==> src/core/arrf_pkg.sv <==
// package: constants and types for the converter result and range-flag output stage
`default_nettype none
package arrf_pkg;
  localparam int RES_W = 12;                 // result width
  localparam int FIFO_DEPTH = 4;             // quantiser sample buffer depth
  localparam int CONV_CYCLES = 40;           // conversion time in sys_clk cycles
  localparam int STROBE_HIGH_CYCLES = 20;    // result_valid_strobe high time
  localparam logic [11:0] CODE_ZERO = 12'h000;
  localparam logic [11:0] CODE_FULL = 12'hFFF;
  localparam logic [12:0] FLAG_THRESH_HS = 13'h0001; // flag when sample beyond range by more than this many half-steps
  typedef enum logic [1:0] {
    ARRF_RANGE_U2P5,
    ARRF_RANGE_U5,
    ARRF_RANGE_B2P5,
    ARRF_RANGE_B5
  } arrf_range_t;
  typedef enum {ARRF_IDLE, ARRF_CONVERT, ARRF_PRESENT} arrf_state_t;
endpackage
`default_nettype wire

==> src/core/arrf_fifo.sv <==
// fifo: small parameterised buffer of quantiser samples
`timescale 1ns/1ps
`default_nettype none
module arrf_fifo #(
  parameter int WIDTH = 14,
  parameter int DEPTH = 4
) (
  input  wire logic             sys_clk_i, // clock
  input  wire logic             resetn_i,  // async reset, active low
  input  wire logic             in_valid_i, // write request
  output logic                  in_ready_o, // not full
  input  wire logic [WIDTH-1:0] in_data_i, // write data
  output logic                  out_valid_o, // not empty
  input  wire logic             out_ready_i, // read accept
  output logic [WIDTH-1:0]      out_data_o // head data
);
  localparam int AW = (DEPTH > 1) ? $clog2(DEPTH) : 1;
  logic [WIDTH-1:0] mem [DEPTH];
  logic [AW-1:0]    wptr_reg;
  logic [AW-1:0]    rptr_reg;
  logic [AW:0]      count_reg;
  wire              do_wr;
  wire              do_rd;

  // full and empty come straight from the occupancy count
  assign in_ready_o  = (count_reg < (AW+1)'(DEPTH));
  assign out_valid_o = (count_reg != '0);
  assign out_data_o  = mem[rptr_reg];
  assign do_wr       = in_valid_i && in_ready_o;
  assign do_rd       = out_valid_o && out_ready_i;

  // storage has no reset, only pointers and count do
  always_ff @(posedge sys_clk_i) begin
    if (do_wr) begin
      mem[wptr_reg] <= in_data_i;
    end
  end

  // pointer and count update
  always_ff @(posedge sys_clk_i or negedge resetn_i) begin
    if (!resetn_i) begin
      wptr_reg  <= '0;
      rptr_reg  <= '0;
      count_reg <= '0;
    end else begin
      if (do_wr) begin
        wptr_reg <= (wptr_reg == AW'(DEPTH-1)) ? '0 : wptr_reg + 1'b1;
      end
      if (do_rd) begin
        rptr_reg <= (rptr_reg == AW'(DEPTH-1)) ? '0 : rptr_reg + 1'b1;
      end
      count_reg <= count_reg + (AW+1)'(do_wr) - (AW+1)'(do_rd);
    end
  end
endmodule // arrf_fifo
`default_nettype wire

==> src/core/arrf_core.sv <==
// core: converter output stage with result strobe, range flag and coding
// Functional notes
// [RULE1] new data valid at strobe rising edge
// [RULE2] inverted strobe captures previous result
// [RULE3] input outside selected range is out-of-range
// [RULE4] flag low when input within range
// [RULE5] flag rises half step beyond full scale
// [RULE6] flag holds until in-range conversion completes
// [RULE7] host combines flag and top bit
// [RULE8] true and complemented top bit outputs
// [RULE9] saturate result high above, low below
// [RULE10] acquire on strobe fall, hold until command
// [RULE11] host registers flag with result together
`timescale 1ns/1ps
`default_nettype none
module arrf_core #(
  parameter int RES_W       = arrf_pkg::RES_W,
  parameter int FIFO_DEPTH  = arrf_pkg::FIFO_DEPTH,
  parameter int CONV_CYCLES = arrf_pkg::CONV_CYCLES,
  parameter int STRB_CYCLES = arrf_pkg::STROBE_HIGH_CYCLES
) (
  input  wire logic                sys_clk_i,            // 50 MHz clock
  input  wire logic                resetn_i,             // async reset, active low
  input  wire logic                conversion_command_i, // start pulse, pin
  input  wire logic [1:0]          range_sel_i,          // selected input range, pin
  input  wire logic signed [14:0]  sample_i,             // quantiser in half-steps, valid in acquire
  input  wire logic                sample_valid_i,       // quantiser data ready
  output logic                     sample_ready_o,       // accepting quantiser data
  output logic                     acquire_o,            // sampler in acquire mode
  output logic [RES_W-1:0]         result_o,             // conversion result, true top bit
  output logic                     top_bit_n_o,          // complemented top bit
  output logic                     range_exceeded_flag_o, // out-of-range flag
  output logic                     result_valid_strobe_o // data-available strobe
);
  // sample_i: signed half-step count relative to range bottom; in-range spans 0..2*4095+1

  localparam int CW = $clog2(CONV_CYCLES + STRB_CYCLES + 1);
  // one sign bit and one headroom bit above the span, so overrange never wraps negative
  localparam int SPAN_HS = (2 ** (RES_W + 1)) - 1; // top of full-scale code in half-steps

  // pin synchronisers
  logic [1:0] cmd_sync_reg;
  logic       cmd_prev_reg;
  logic [1:0] rsel_s1_reg;
  logic [1:0] rsel_s2_reg;

  always_ff @(posedge sys_clk_i or negedge resetn_i) begin
    if (!resetn_i) begin
      cmd_sync_reg <= 2'h0;
      cmd_prev_reg <= 1'b0;
      rsel_s1_reg  <= 2'h0;
      rsel_s2_reg  <= 2'h0;
    end else begin
      cmd_sync_reg <= {cmd_sync_reg[0], conversion_command_i};
      cmd_prev_reg <= cmd_sync_reg[1];
      rsel_s1_reg  <= range_sel_i;
      rsel_s2_reg  <= rsel_s1_reg;
    end
  end

  wire cmd_rise = cmd_sync_reg[1] && !cmd_prev_reg;

  // range evaluation: all four ranges share the same code span, so one compare serves;
  // worked in int so the threshold sum cannot overflow the sample width
  function automatic logic [1:0] arrf_classify(input logic signed [14:0] hs);
    int v;
    int lim;
    v   = int'(hs);
    lim = int'(arrf_pkg::FLAG_THRESH_HS);
    // bit1 = above, bit0 = below
    arrf_classify = {v > (SPAN_HS + lim),   // RULE5
                     v < (0 - lim)};        // RULE5
  endfunction

  // code selection: clamp at both ends of the span, else drop the half step;
  // clamping also covers samples just past the span but inside the flag threshold,
  // which would otherwise wrap to the opposite end of the code range
  function automatic logic [RES_W-1:0] arrf_code(input logic signed [14:0] hs);
    int v;
    v = int'(hs);
    if (v > SPAN_HS) begin
      arrf_code = arrf_pkg::CODE_FULL;      // RULE9
    end else if (v < 0) begin
      arrf_code = arrf_pkg::CODE_ZERO;      // RULE9
    end else begin
      arrf_code = hs[RES_W:1];
    end
  endfunction

  // sample path: quantiser words land in the fifo; when full, an offered word stalls one cycle while the oldest entry is dropped
  logic        fifo_in_valid;
  logic        fifo_in_ready;
  logic [14:0] fifo_out_data;
  logic        fifo_out_valid;
  logic        fifo_out_ready;

  arrf_fifo #(
    .WIDTH(15),
    .DEPTH(FIFO_DEPTH)
  ) u_fifo (
    .sys_clk_i  (sys_clk_i),
    .resetn_i   (resetn_i),
    .in_valid_i (fifo_in_valid),
    .in_ready_o (fifo_in_ready),
    .in_data_i  (sample_i),
    .out_valid_o(fifo_out_valid),
    .out_ready_i(fifo_out_ready),
    .out_data_o (fifo_out_data)
  );

  arrf_pkg::arrf_state_t state_reg;
  arrf_pkg::arrf_state_t state_next;
  logic [CW-1:0]         cnt_reg;
  logic [CW-1:0]         cnt_next;
  logic signed [14:0]    held_reg;
  logic [RES_W-1:0]      result_reg;
  logic                  flag_reg;
  logic                  strobe_reg;
  arrf_pkg::arrf_range_t range_reg;

  // quantiser words accepted only while acquiring
  assign acquire_o      = (state_reg != arrf_pkg::ARRF_PRESENT) || !strobe_reg; // RULE10
  assign fifo_in_valid  = sample_valid_i && acquire_o;
  assign sample_ready_o = fifo_in_ready && acquire_o;

  // head of fifo is the held sample; it is popped when a command begins conversion
  wire        start_conv = cmd_rise && (state_reg == arrf_pkg::ARRF_IDLE) && fifo_out_valid;
  assign fifo_out_ready = start_conv || (fifo_out_valid && fifo_in_valid && !fifo_in_ready);

  // classification and code of the held sample
  wire [1:0]        cls    = arrf_classify(held_reg);
  wire              oor    = |cls;                                  // RULE3
  wire [RES_W-1:0]  code   = arrf_code(held_reg);                   // RULE9

  // sequencer: idle until command, convert, then raise strobe with data
  // timing: start taken, result and flag load when the count reaches one,
  // strobe rises at the next edge and stands for STRB_CYCLES cycles;
  // limitation: CONV_CYCLES below 2 never reaches the load point, so keep it at 2 or more
  // commands arriving while converting or presenting are dropped, not queued
  always_comb begin
    state_next = state_reg;
    cnt_next   = cnt_reg;
    case (state_reg)
      arrf_pkg::ARRF_IDLE: begin
        if (start_conv) begin
          state_next = arrf_pkg::ARRF_CONVERT;
          cnt_next   = CW'(CONV_CYCLES - 1);
        end
      end
      arrf_pkg::ARRF_CONVERT: begin
        if (cnt_reg == '0) begin
          state_next = arrf_pkg::ARRF_PRESENT;
          cnt_next   = CW'(STRB_CYCLES - 1);
        end else begin
          cnt_next = cnt_reg - 1'b1;
        end
      end
      arrf_pkg::ARRF_PRESENT: begin
        if (cnt_reg == '0) begin
          state_next = arrf_pkg::ARRF_IDLE;
        end else begin
          cnt_next = cnt_reg - 1'b1;
        end
      end
      default: state_next = arrf_pkg::ARRF_IDLE;
    endcase
  end

  wire present_enter = (state_reg == arrf_pkg::ARRF_CONVERT) && (cnt_reg == '0);

  // state and outputs; data and flag update one cycle before the strobe rises
  always_ff @(posedge sys_clk_i or negedge resetn_i) begin
    if (!resetn_i) begin
      state_reg  <= arrf_pkg::ARRF_IDLE;
      cnt_reg    <= '0;
      held_reg   <= 15'h0000;
      result_reg <= arrf_pkg::CODE_ZERO;
      flag_reg   <= 1'b0;
      strobe_reg <= 1'b0;
      range_reg  <= arrf_pkg::ARRF_RANGE_U2P5;
    end else begin
      state_reg <= state_next;
      cnt_reg   <= cnt_next;
      if (start_conv) begin
        held_reg  <= fifo_out_data;                       // RULE10
        range_reg <= arrf_pkg::arrf_range_t'(rsel_s2_reg);
      end
      if ((state_reg == arrf_pkg::ARRF_CONVERT) && (cnt_reg == CW'(1))) begin
        result_reg <= code;                               // RULE1
        flag_reg   <= oor;                                // RULE4 RULE6
      end
      strobe_reg <= present_enter || ((state_reg == arrf_pkg::ARRF_PRESENT) && (cnt_reg != '0));
    end
  end

  // flag only changes at a completed conversion, so it stays paired with its result
  assign result_o              = result_reg;              // RULE1
  assign top_bit_n_o           = ~result_reg[RES_W-1];    // RULE8
  assign range_exceeded_flag_o = flag_reg;                // RULE5
  assign result_valid_strobe_o = strobe_reg;              // RULE1
endmodule // arrf_core
`default_nettype wire

==> config.mk <==
export PLATFORM = sky130hd
export DESIGN_NAME = arrf_core
export DESIGN_NICKNAME = d
export VERILOG_FILES = /design/src/core/arrf_pkg.sv /design/src/core/arrf_fifo.sv /design/src/core/arrf_core.sv
export SDC_FILE = /design/constraint.sdc
export NUM_CORES = 1
export LEC_CHECK = 0
export BUFFER_PORTS_ARGS = -buffer_cell sky130_fd_sc_hd__buf_2
export CAP_MARGIN = 0
export CORE_MARGIN = 2
export CORE_UTILIZATION = 44
export DETAILED_ROUTE_END_ITERATION = 8
export PLACE_DENSITY = 0.64
export SLEW_MARGIN = 20
export SYNTH_ARGS = -nofsm -noshare
export SYNTH_HDL_FRONTEND = slang
export SYNTH_SLANG_ARGS = --single-unit
==> constraint.sdc <==
create_clock -name sys_clk_i -period 2.8 [get_ports sys_clk_i]
set_clock_uncertainty 0.05 [all_clocks]
set_input_delay 0 -clock sys_clk_i [delete_from_list [all_inputs] [get_ports sys_clk_i]]
set_output_delay 0 -clock sys_clk_i [all_outputs]
set_load 0.005 [all_outputs]
==> results list, run 1 <==
* Setup fix buffers added after clock tree synthesis: 0
- The congestion estimate from routability-driven global placement came to 0.784.
- Int Pwr: 0.00328 W
* Status: finished clean
* Max Clock Freq: 411 MHz
- The worst-case IR drop observed on VDD is 370 uV.
* Number of flip-flops and latches in the synthesized netlist: 107
- Total half-perimeter wirelength after legalization and detailed placement: 5070 microns
- The worst setup path is of the register to register kind.
* Max-cap violations: 0
- After synthesis, the largest family of logic cells by area is multiplexers.
- TritonCTS created 9 clock buffers.
* Die Outline Area: 11000 sq um
- For this run, the detailed router's first-pass iteration total came to 4.
- The count of final max-slew check failures is 0.
- The synthesized design spends more area on one cell type than any other, namely edfxtp_1.
- On the critical path, the stage with the largest delay is an instance of dfrtp_1.
- Required time of the critical path: 3010 ps
- Yosys Warn Count: 0
* Number of hold violations in the final report: 0
* Instance count of the mapped netlist: 290
- Clock latency on the worst-skew pair, taken at its later pin, is 370 ps.
* Power Density: 963 nW/um^2
* Largest incremental delay on the critical path: 430 ps
- Vert. Die Dim: 105 microns
* Share of cell area taken by muxes after synthesis: 12.3%
- After floorplanning, the core was sized to cover 9820 sq um.
* Net load switching power: 0.00174 W
- Cell Rows: 36
- Diode insertion count for antenna repair: 0
- After the first detailed-routing iteration, the DRC count stood at 83.
- Count of hold buffers inserted by post-cts repair: 17
- Global routing used 15.0% of the available tracks across all layers.
* Path depth of the worst reg2reg path: 9
- Leaving out fill and tap cells, the most frequent cell in the layout is edfxtp_1.
- CTS placed an instance of clkbuf_8 at the clock tree root.
- After synthesis, the share of flip-flops with an asynchronous set or reset is 43.9%.
- With fillers left out, the area of the finished cells amounts to 5210 sq um.
* Placed cell area: 4840 sq um
* Post-detailed-routing wire length: 7610 microns
- Along the worst path, the maximum fanout reaches 7.
* Number of port buffers: 35
* Setup repair after global routing missed its margin: no
- Average wire length per cell after detail routing: 15.6 microns
* Clk pwr share: 18.4%
- Synthesized net count: 327
- Summing all multi-input logic gate instances after layout gives 1400 sq um.
- Area share of fa/ha/maj cells after synthesis: 4.63%
- Min Clock Period, post-route: 2430 ps
- Switching part of the total: 34.6%
- Post-synth EDFFs: 60
* Reg2Reg Launch Point: state_reg[0]
* Remaining routing DRC violations: 0
- Main area contributors after synthesis: edfxtp_1, dfrtp_1, mux4_2
* Number of fill cells: 877
- Number of flip-flops under the largest register name: 60
- In this run the deepest clock path goes through 2 buffers.
- The count of nets left with antenna violations once routing finished came out at 0.
- After layout, the worst path uses 86.8% of the clock period.
- Of the total synthesized cell area, the portion taken by AND, OR, NAND and NOR gates is 7.63%.
* Most used cells in the layout excluding fill and tap cells: edfxtp_1, dfrtp_1, buf_2
* Initial antenna violation count: 0
* Sink Count: 107
- Total of cells resized after clock tree synthesis: 0
- The worst hold path terminates at u_fifo.rptr_reg[1].
* Sequential group share of total power: 48.9%
* Max transition margin: 51.4%
- Across all register-to-register paths, the minimum setup slack is 370 ps.
- Entering global routing, the biggest net connects 48 pins.
- Capturing point of the worst reg2reg path: u_fifo.count_reg[2]
- Synthesis instantiated 42 different standard cells from the library.
- Share of the yosys chip area belonging to registers: 66.3%
* Global route overflow: 0
- Hold/Removal Path Class: primary input to register
- Post-place setup slack: 406 ps
- Total number of vias: 2480
* Setup crit start kind: register
- Count of pins on the block boundary: 38
* CP most frequent cell: ha_1
* Mean area per synthesized cell: 15.5 sq um
* Vias in the first global route: 2508
- CTS built an H-tree with a depth of 3.
* Post-synthesis xor/xnor area fraction: 0.585%
- Final critical-path setup slack: 369 ps
- Net count reported at finish: 388
- Once the floorplan was initialized, standard cells occupied 45.7% of the core.
* Clock tree from TritonCTS: built
- Leakage dissipation: 2.06 nW
- The worst setup path is captured at a register.
- Worst-path clk slew: 120 ps
- CP cell instances: inv_1 -> ha_1 -> nand2_1 -> a31o_2 -> ha_1 -> inv_1 -> ha_1 -> fa_1 -> xnor2_1
* Share of the synthesized area in the top cell type: 40.1%
* Wire length of the first global-routing pass: 12800 microns
- Hold Path Cell Cnt: 3
* Primary flip-flop cell chosen by synthesis mapping: edfxtp_1
- Setup TNS: 0 ps
- Cell area after synthesis: 4490 sq um
* Vias per cell: 5.07
- Measured along the x axis, the die boundary spans 105 microns.
- Sequential cell area: 2980 sq um
- Final core utilization: 53.1%
- Power comes to 0.00502 W.
- Count of final setup violators: 0
- Area Overhead vs Synth: 16.1%
- Fraction of final layout cells with drive strength greater than 1: 28.1%
- Worst Min Path Start: sample_valid_i
* Worst-Margin Slew: 730 ps
- Summing the areas of all compound-gate instances in the mapped netlist gives 6.07% of the synthesized area.
- STA puts the critical path data arrival time at 2640 ps.
- The share of total power dissipated in combinational logic is 32.7%.
-- per-layer routing --
metal  wire length (microns)  share of wire (%)  global-route usage, %
met5                       0                  0                      0
met1                    3590                 47                   19.8
met3                     223                2.9                   4.05
met4                      47               0.62                   4.00
met2                    3750                 49                   24.6
-- synthesized netlist by cell type (5+ instances only) --
cell,n
edfxtp_1,60
dfrtp_1,47
mux2_2,19
nand2_1,18
nor2_1,17
inv_1,16
ha_1,15
mux4_2,15
o31ai_1,13
nand4_1,6
a31oi_1,5
clkbuf_1,5
-- logic make-up after synthesis --
logic type | count (synthesis)
AO/OA/AOI/OAI | 38
XOR/XNOR | 3
adder cells (fa/ha/maj) | 16
buffers and inverters | 26
flip-flops | 107
multiplexers | 34
AND/OR/NAND/NOR | 66
-- stage by stage --
| stage | instances | hold WS [ps] |
|---|---|---|
| floorplan | 290 | -346 |
| global placement | 456 | 57.9 |
| detailed placement | 456 | 59.7 |
| CTS | 489 | 71.4 |
| global route | 489 | 93.7 |
| finish | 489 | 92.2 |
-- power by group through the flow --
| stage | sequential (W) | combinational, W | clock [W] |
|---|---|---|---|
| floorplan | 0.00235 | 0.00128 | 0 |
| finish | 0.00246 | 0.00164 | 0.000925 |
| global route | 0.00252 | 0.00185 | 0.00103 |
| CTS | 0.00247 | 0.00167 | 0.000958 |
| global placement | 0.00248 | 0.00161 | 0 |
| detailed placement | 0.00250 | 0.00165 | 0 |
-- critical path, delay by kind of cell, from the launching register on --
| kind | cells | cell delay [ps] |
|---|---|---|
| XOR/XNOR | 1 | 130 |
| buffers and inverters | 2 | 160 |
| adder cells (fa/ha/maj) | 4 | 1160 |
| flip-flops | 1 | 430 |
| AND/OR/NAND/NOR | 1 | 110 |
| AO/OA/AOI/OAI | 1 | 280 |
-- worst max-delay path by stage --
stage | cells past startpoint | endpoint | slack (ps) | startpoint
after floorplan | 9 | u_fifo.count_reg[2] | 540 | state_reg[0]
after global placement | 9 | u_fifo.count_reg[2] | 450 | state_reg[0]
after detailed placement | 9 | u_fifo.count_reg[2] | 410 | state_reg[0]
after CTS | 9 | u_fifo.count_reg[2] | 370 | state_reg[0]
after global routing | 9 | u_fifo.count_reg[2] | 250 | state_reg[0]
final | 9 | u_fifo.count_reg[2] | 370 | state_reg[0]
-- layout make-up --
cell class | instances | area share (%)
timing repair buffer | 60 | 7.82
clock buffer | 9 | 2.38
inverter | 16 | 1.15
clock inverter | 7 | 1.46
tap | 133 | 3.19
multi-input combinational | 157 | 26.9
sequential | 107 | 57.1
(Power assumes the default switching activity.)
==> run 2, diff against run 1 <==
--- a/config.mk
+++ b/config.mk
@@ -7,6 +7,7 @@
 export LEC_CHECK = 0
 export BUFFER_PORTS_ARGS = -buffer_cell sky130_fd_sc_hd__buf_2
 export CAP_MARGIN = 0
+export CORE_ASPECT_RATIO = 2
 export CORE_MARGIN = 2
 export CORE_UTILIZATION = 44
 export DETAILED_ROUTE_END_ITERATION = 8
==> results list, run 2 (synthesis gave the netlist of run 1 again) <==
- The run finished with clean final reports.
- Power Density: 994 nW/um^2
- Reg2Reg Launch Point: state_reg[0]
- Maximum clock path buffer count: 2
- The first global-routing pass estimated 13100 microns of wire.
- Peak supply drop: 434 uV
* Clock root cell: clkbuf_16
- For this run, the total global-route usage over all layers was measured as 15.9%.
- In the post-route analysis, the smallest setup slack over all paths is 396 ps.
- The worst register-to-register path ends at u_fifo.count_reg[2].
- For this run, design rule violations remaining after detail routing come to 0.
* Die Outline Area: 11100 sq um
- CP cell instances: inv_1 -> ha_1 -> nand2_1 -> a31o_2 -> ha_1 -> inv_1 -> ha_1 -> fa_1 -> xnor2_1
- The worst setup path is launched from a register.
- After detailed routing, the average wire length per cell comes to 15.8 microns.
- Initial antenna violation count: 0
- Worst setup path class: register to register
- 0 antenna diodes ended up in the layout.
* Most common cell after layout, fill and taps aside: edfxtp_1
- The count of buffers added on input and output ports is 35.
- Max Clock Freq: 416 MHz
- The register with the most flip-flops in the layout has 60 of them.
- Final non-filler cell area: 5290 sq um
- The initial utilization of the core area, before any placement, comes to 44.8%.
- The post-route netlist has 27.3% of its cells at a drive strength greater than 1.
- Post-detailed-routing wire length: 7740 microns
- Measured on the finished design, the core utilization comes to 52.7%.
* Vert. Die Dim: 147 microns
* Hold/Removal Path Class: primary input to register
* Setup fix buffers added after clock tree synthesis: 0
- Net count reported at finish: 387
* Total half-perimeter wirelength after legalization and detailed placement: 5330 microns
- Switching part of the total: 32.8%
- CP most frequent cell: ha_1
- The library cells used most frequently in the layout, excluding fill and tap cells, are edfxtp_1, dfrtp_1, buf_2.
- The number of failing hold endpoints at the final stage was 0.
* Count of final setup violators: 0
* Vias in the first global route: 2668
- Largest net degree at the start of global routing: 48
- Sequential cells account for 46.7% of the total power.
- Detailed Route Iter0 Violations: 150
- Counting the fill cells in the layout gives 858.
- Total of cells resized after clock tree synthesis: 0
- Counting cells, the worst reg-to-reg path comes to 9.
- Placer's final routability congestion estimate: 0.798
* Chip Width: 75.4 microns
* Placed cell area: 4840 sq um
- TritonCTS built the clock tree.
* Cell Rows: 52
- The clock network accounts for 22.3% of the total power.
- During I/O placement, the number of pins put on the boundary was 38.
- The clock period could shrink to 2400 ps.
- For the pin with the worst max-slew slack, the measured transition is 759 ps.
- Timing startpoint of the critical path: state_reg[0]
* Setup repair after global routing missed its margin: no
- Clk_lat worst skew: 340 ps
- Max-slew violations: 0
* Vias per cell: 5.21
* Leakage dissipation: 2.09 nW
- Number of routed nets with antenna violations: 0
- Inserted Clock Buffers: 9
- Worst-path clk slew: 70 ps
* Required time of the critical path: 2980 ps
- Area Overhead vs Synth: 17.7%
- Slowest cell on crit path: dfrtp_1
* Biggest fanout along the worst timing path: 7
* Largest incremental delay on the critical path: 420 ps
- The first TritonRoute pass finished after 4 iterations.
* Global route overflow: 0
- Part of the cycle the worst path needs: 85.8%
- Post-place setup slack: 399 ps
- Last element of the critical path: u_fifo.count_reg[2]
* Combinational cell fraction of total power: 31.0%
* Nature of the critical path endpoint: register
- Worst R2R Setup Slack: 400 ps
- Arrival time at the worst endpoint: 2590 ps
- The H-tree was split into 3 levels.
- Core region area: 10000 sq um
- Max transition margin: 49.4%
* Total number of vias: 2552
- Net load switching power: 0.00172 W
- Count of hold buffers inserted by post-cts repair: 17
* Int Pwr: 0.00353 W
- Sink Count: 107
- Summed over all failing endpoints, the final setup total negative slack is 0 ps.
* Max-cap violations: 0
-- run 2: cell types whose count changed in the layout (fill, tap and decap cells not counted) --
cell / previous run / this run
clkbuf_16: 0 / 9
clkbuf_8: 9 / 0
inv_8: 4 / 1
inv_6: 0 / 2
buf_4: 9 / 8
clkbuf_1: 0 / 1
clkinv_1: 0 / 1
clkinv_8: 1 / 0
-- run 2: how the worst min path moves through the flow --
stage	endpoint	slack (ps)	startpoint	cells past startpoint
2_1_floorplan	cmd_prev_reg	-350	resetn_i	0
3_3_place_gp	cmd_sync_reg[0]	60	conversion_command_i	1
3_5_place_dp	cmd_sync_reg[0]	60	conversion_command_i	1
4_1_cts	u_fifo.rptr_reg[1]	80	sample_valid_i	3
5_1_grt	u_fifo.rptr_reg[1]	120	sample_valid_i	3
6_report	u_fifo.rptr_reg[1]	90	sample_valid_i	3
-- run 2: cell type report --
cell class	count	area, sq um	area share (%)
clock buffers	10	229	4.33
clock inverters	6	47.5	0.900
well taps	135	169	3.20
inverters	16	60.1	1.14
flip-flops and latches	107	2980	56.3
multi-input cells	157	1400	26.5
repair buffers	59	400	7.58
-- run 2: per-stage QoR --
| stage | cells | power [W] | hold slack (ps) |
|---|---|---|---|
| CTS | 490 | 0.00534 | 77.1 |
| finish | 490 | 0.00526 | 91.6 |
| floorplan | 290 | 0.00363 | -346 |
| global route | 490 | 0.00564 | 118 |
| detailed placement | 457 | 0.00413 | 62.9 |
| global placement | 457 | 0.00409 | 58.1 |
-- run 2: layer usage --
layer  wire, microns  vias up  share of wire (%)  GRT usage (%)
met2            4330       39                 56           27.4
li1                -     1220                  -              -
met3             206       13                2.7           3.91
met1            3010     1280                 39           18.4
met4             198        0                2.6           6.49
met5               0        -                  0              0
-- run 2: worst max-delay path, delay by kind of cell (launching register included) --
family | cells | cell delay [ps]
AO/OA/AOI/OAI | 1 | 280
XOR/XNOR | 1 | 130
adder cells (fa/ha/maj) | 4 | 1160
buffers and inverters | 2 | 160
flip-flops | 1 | 420
AND/OR/NAND/NOR | 1 | 110
-- run 2: power by group through the flow --
| stage | logic [W] | registers (W) | clock network, W |
|---|---|---|---|
| after floorplan | 0.00128 | 0.00235 | 0 |
| after global placement | 0.00160 | 0.00248 | 0 |
| after detailed placement | 0.00163 | 0.00250 | 0 |
| after CTS | 0.00166 | 0.00247 | 0.00121 |
| after global routing | 0.00184 | 0.00252 | 0.00127 |
| final | 0.00163 | 0.00245 | 0.00117 |
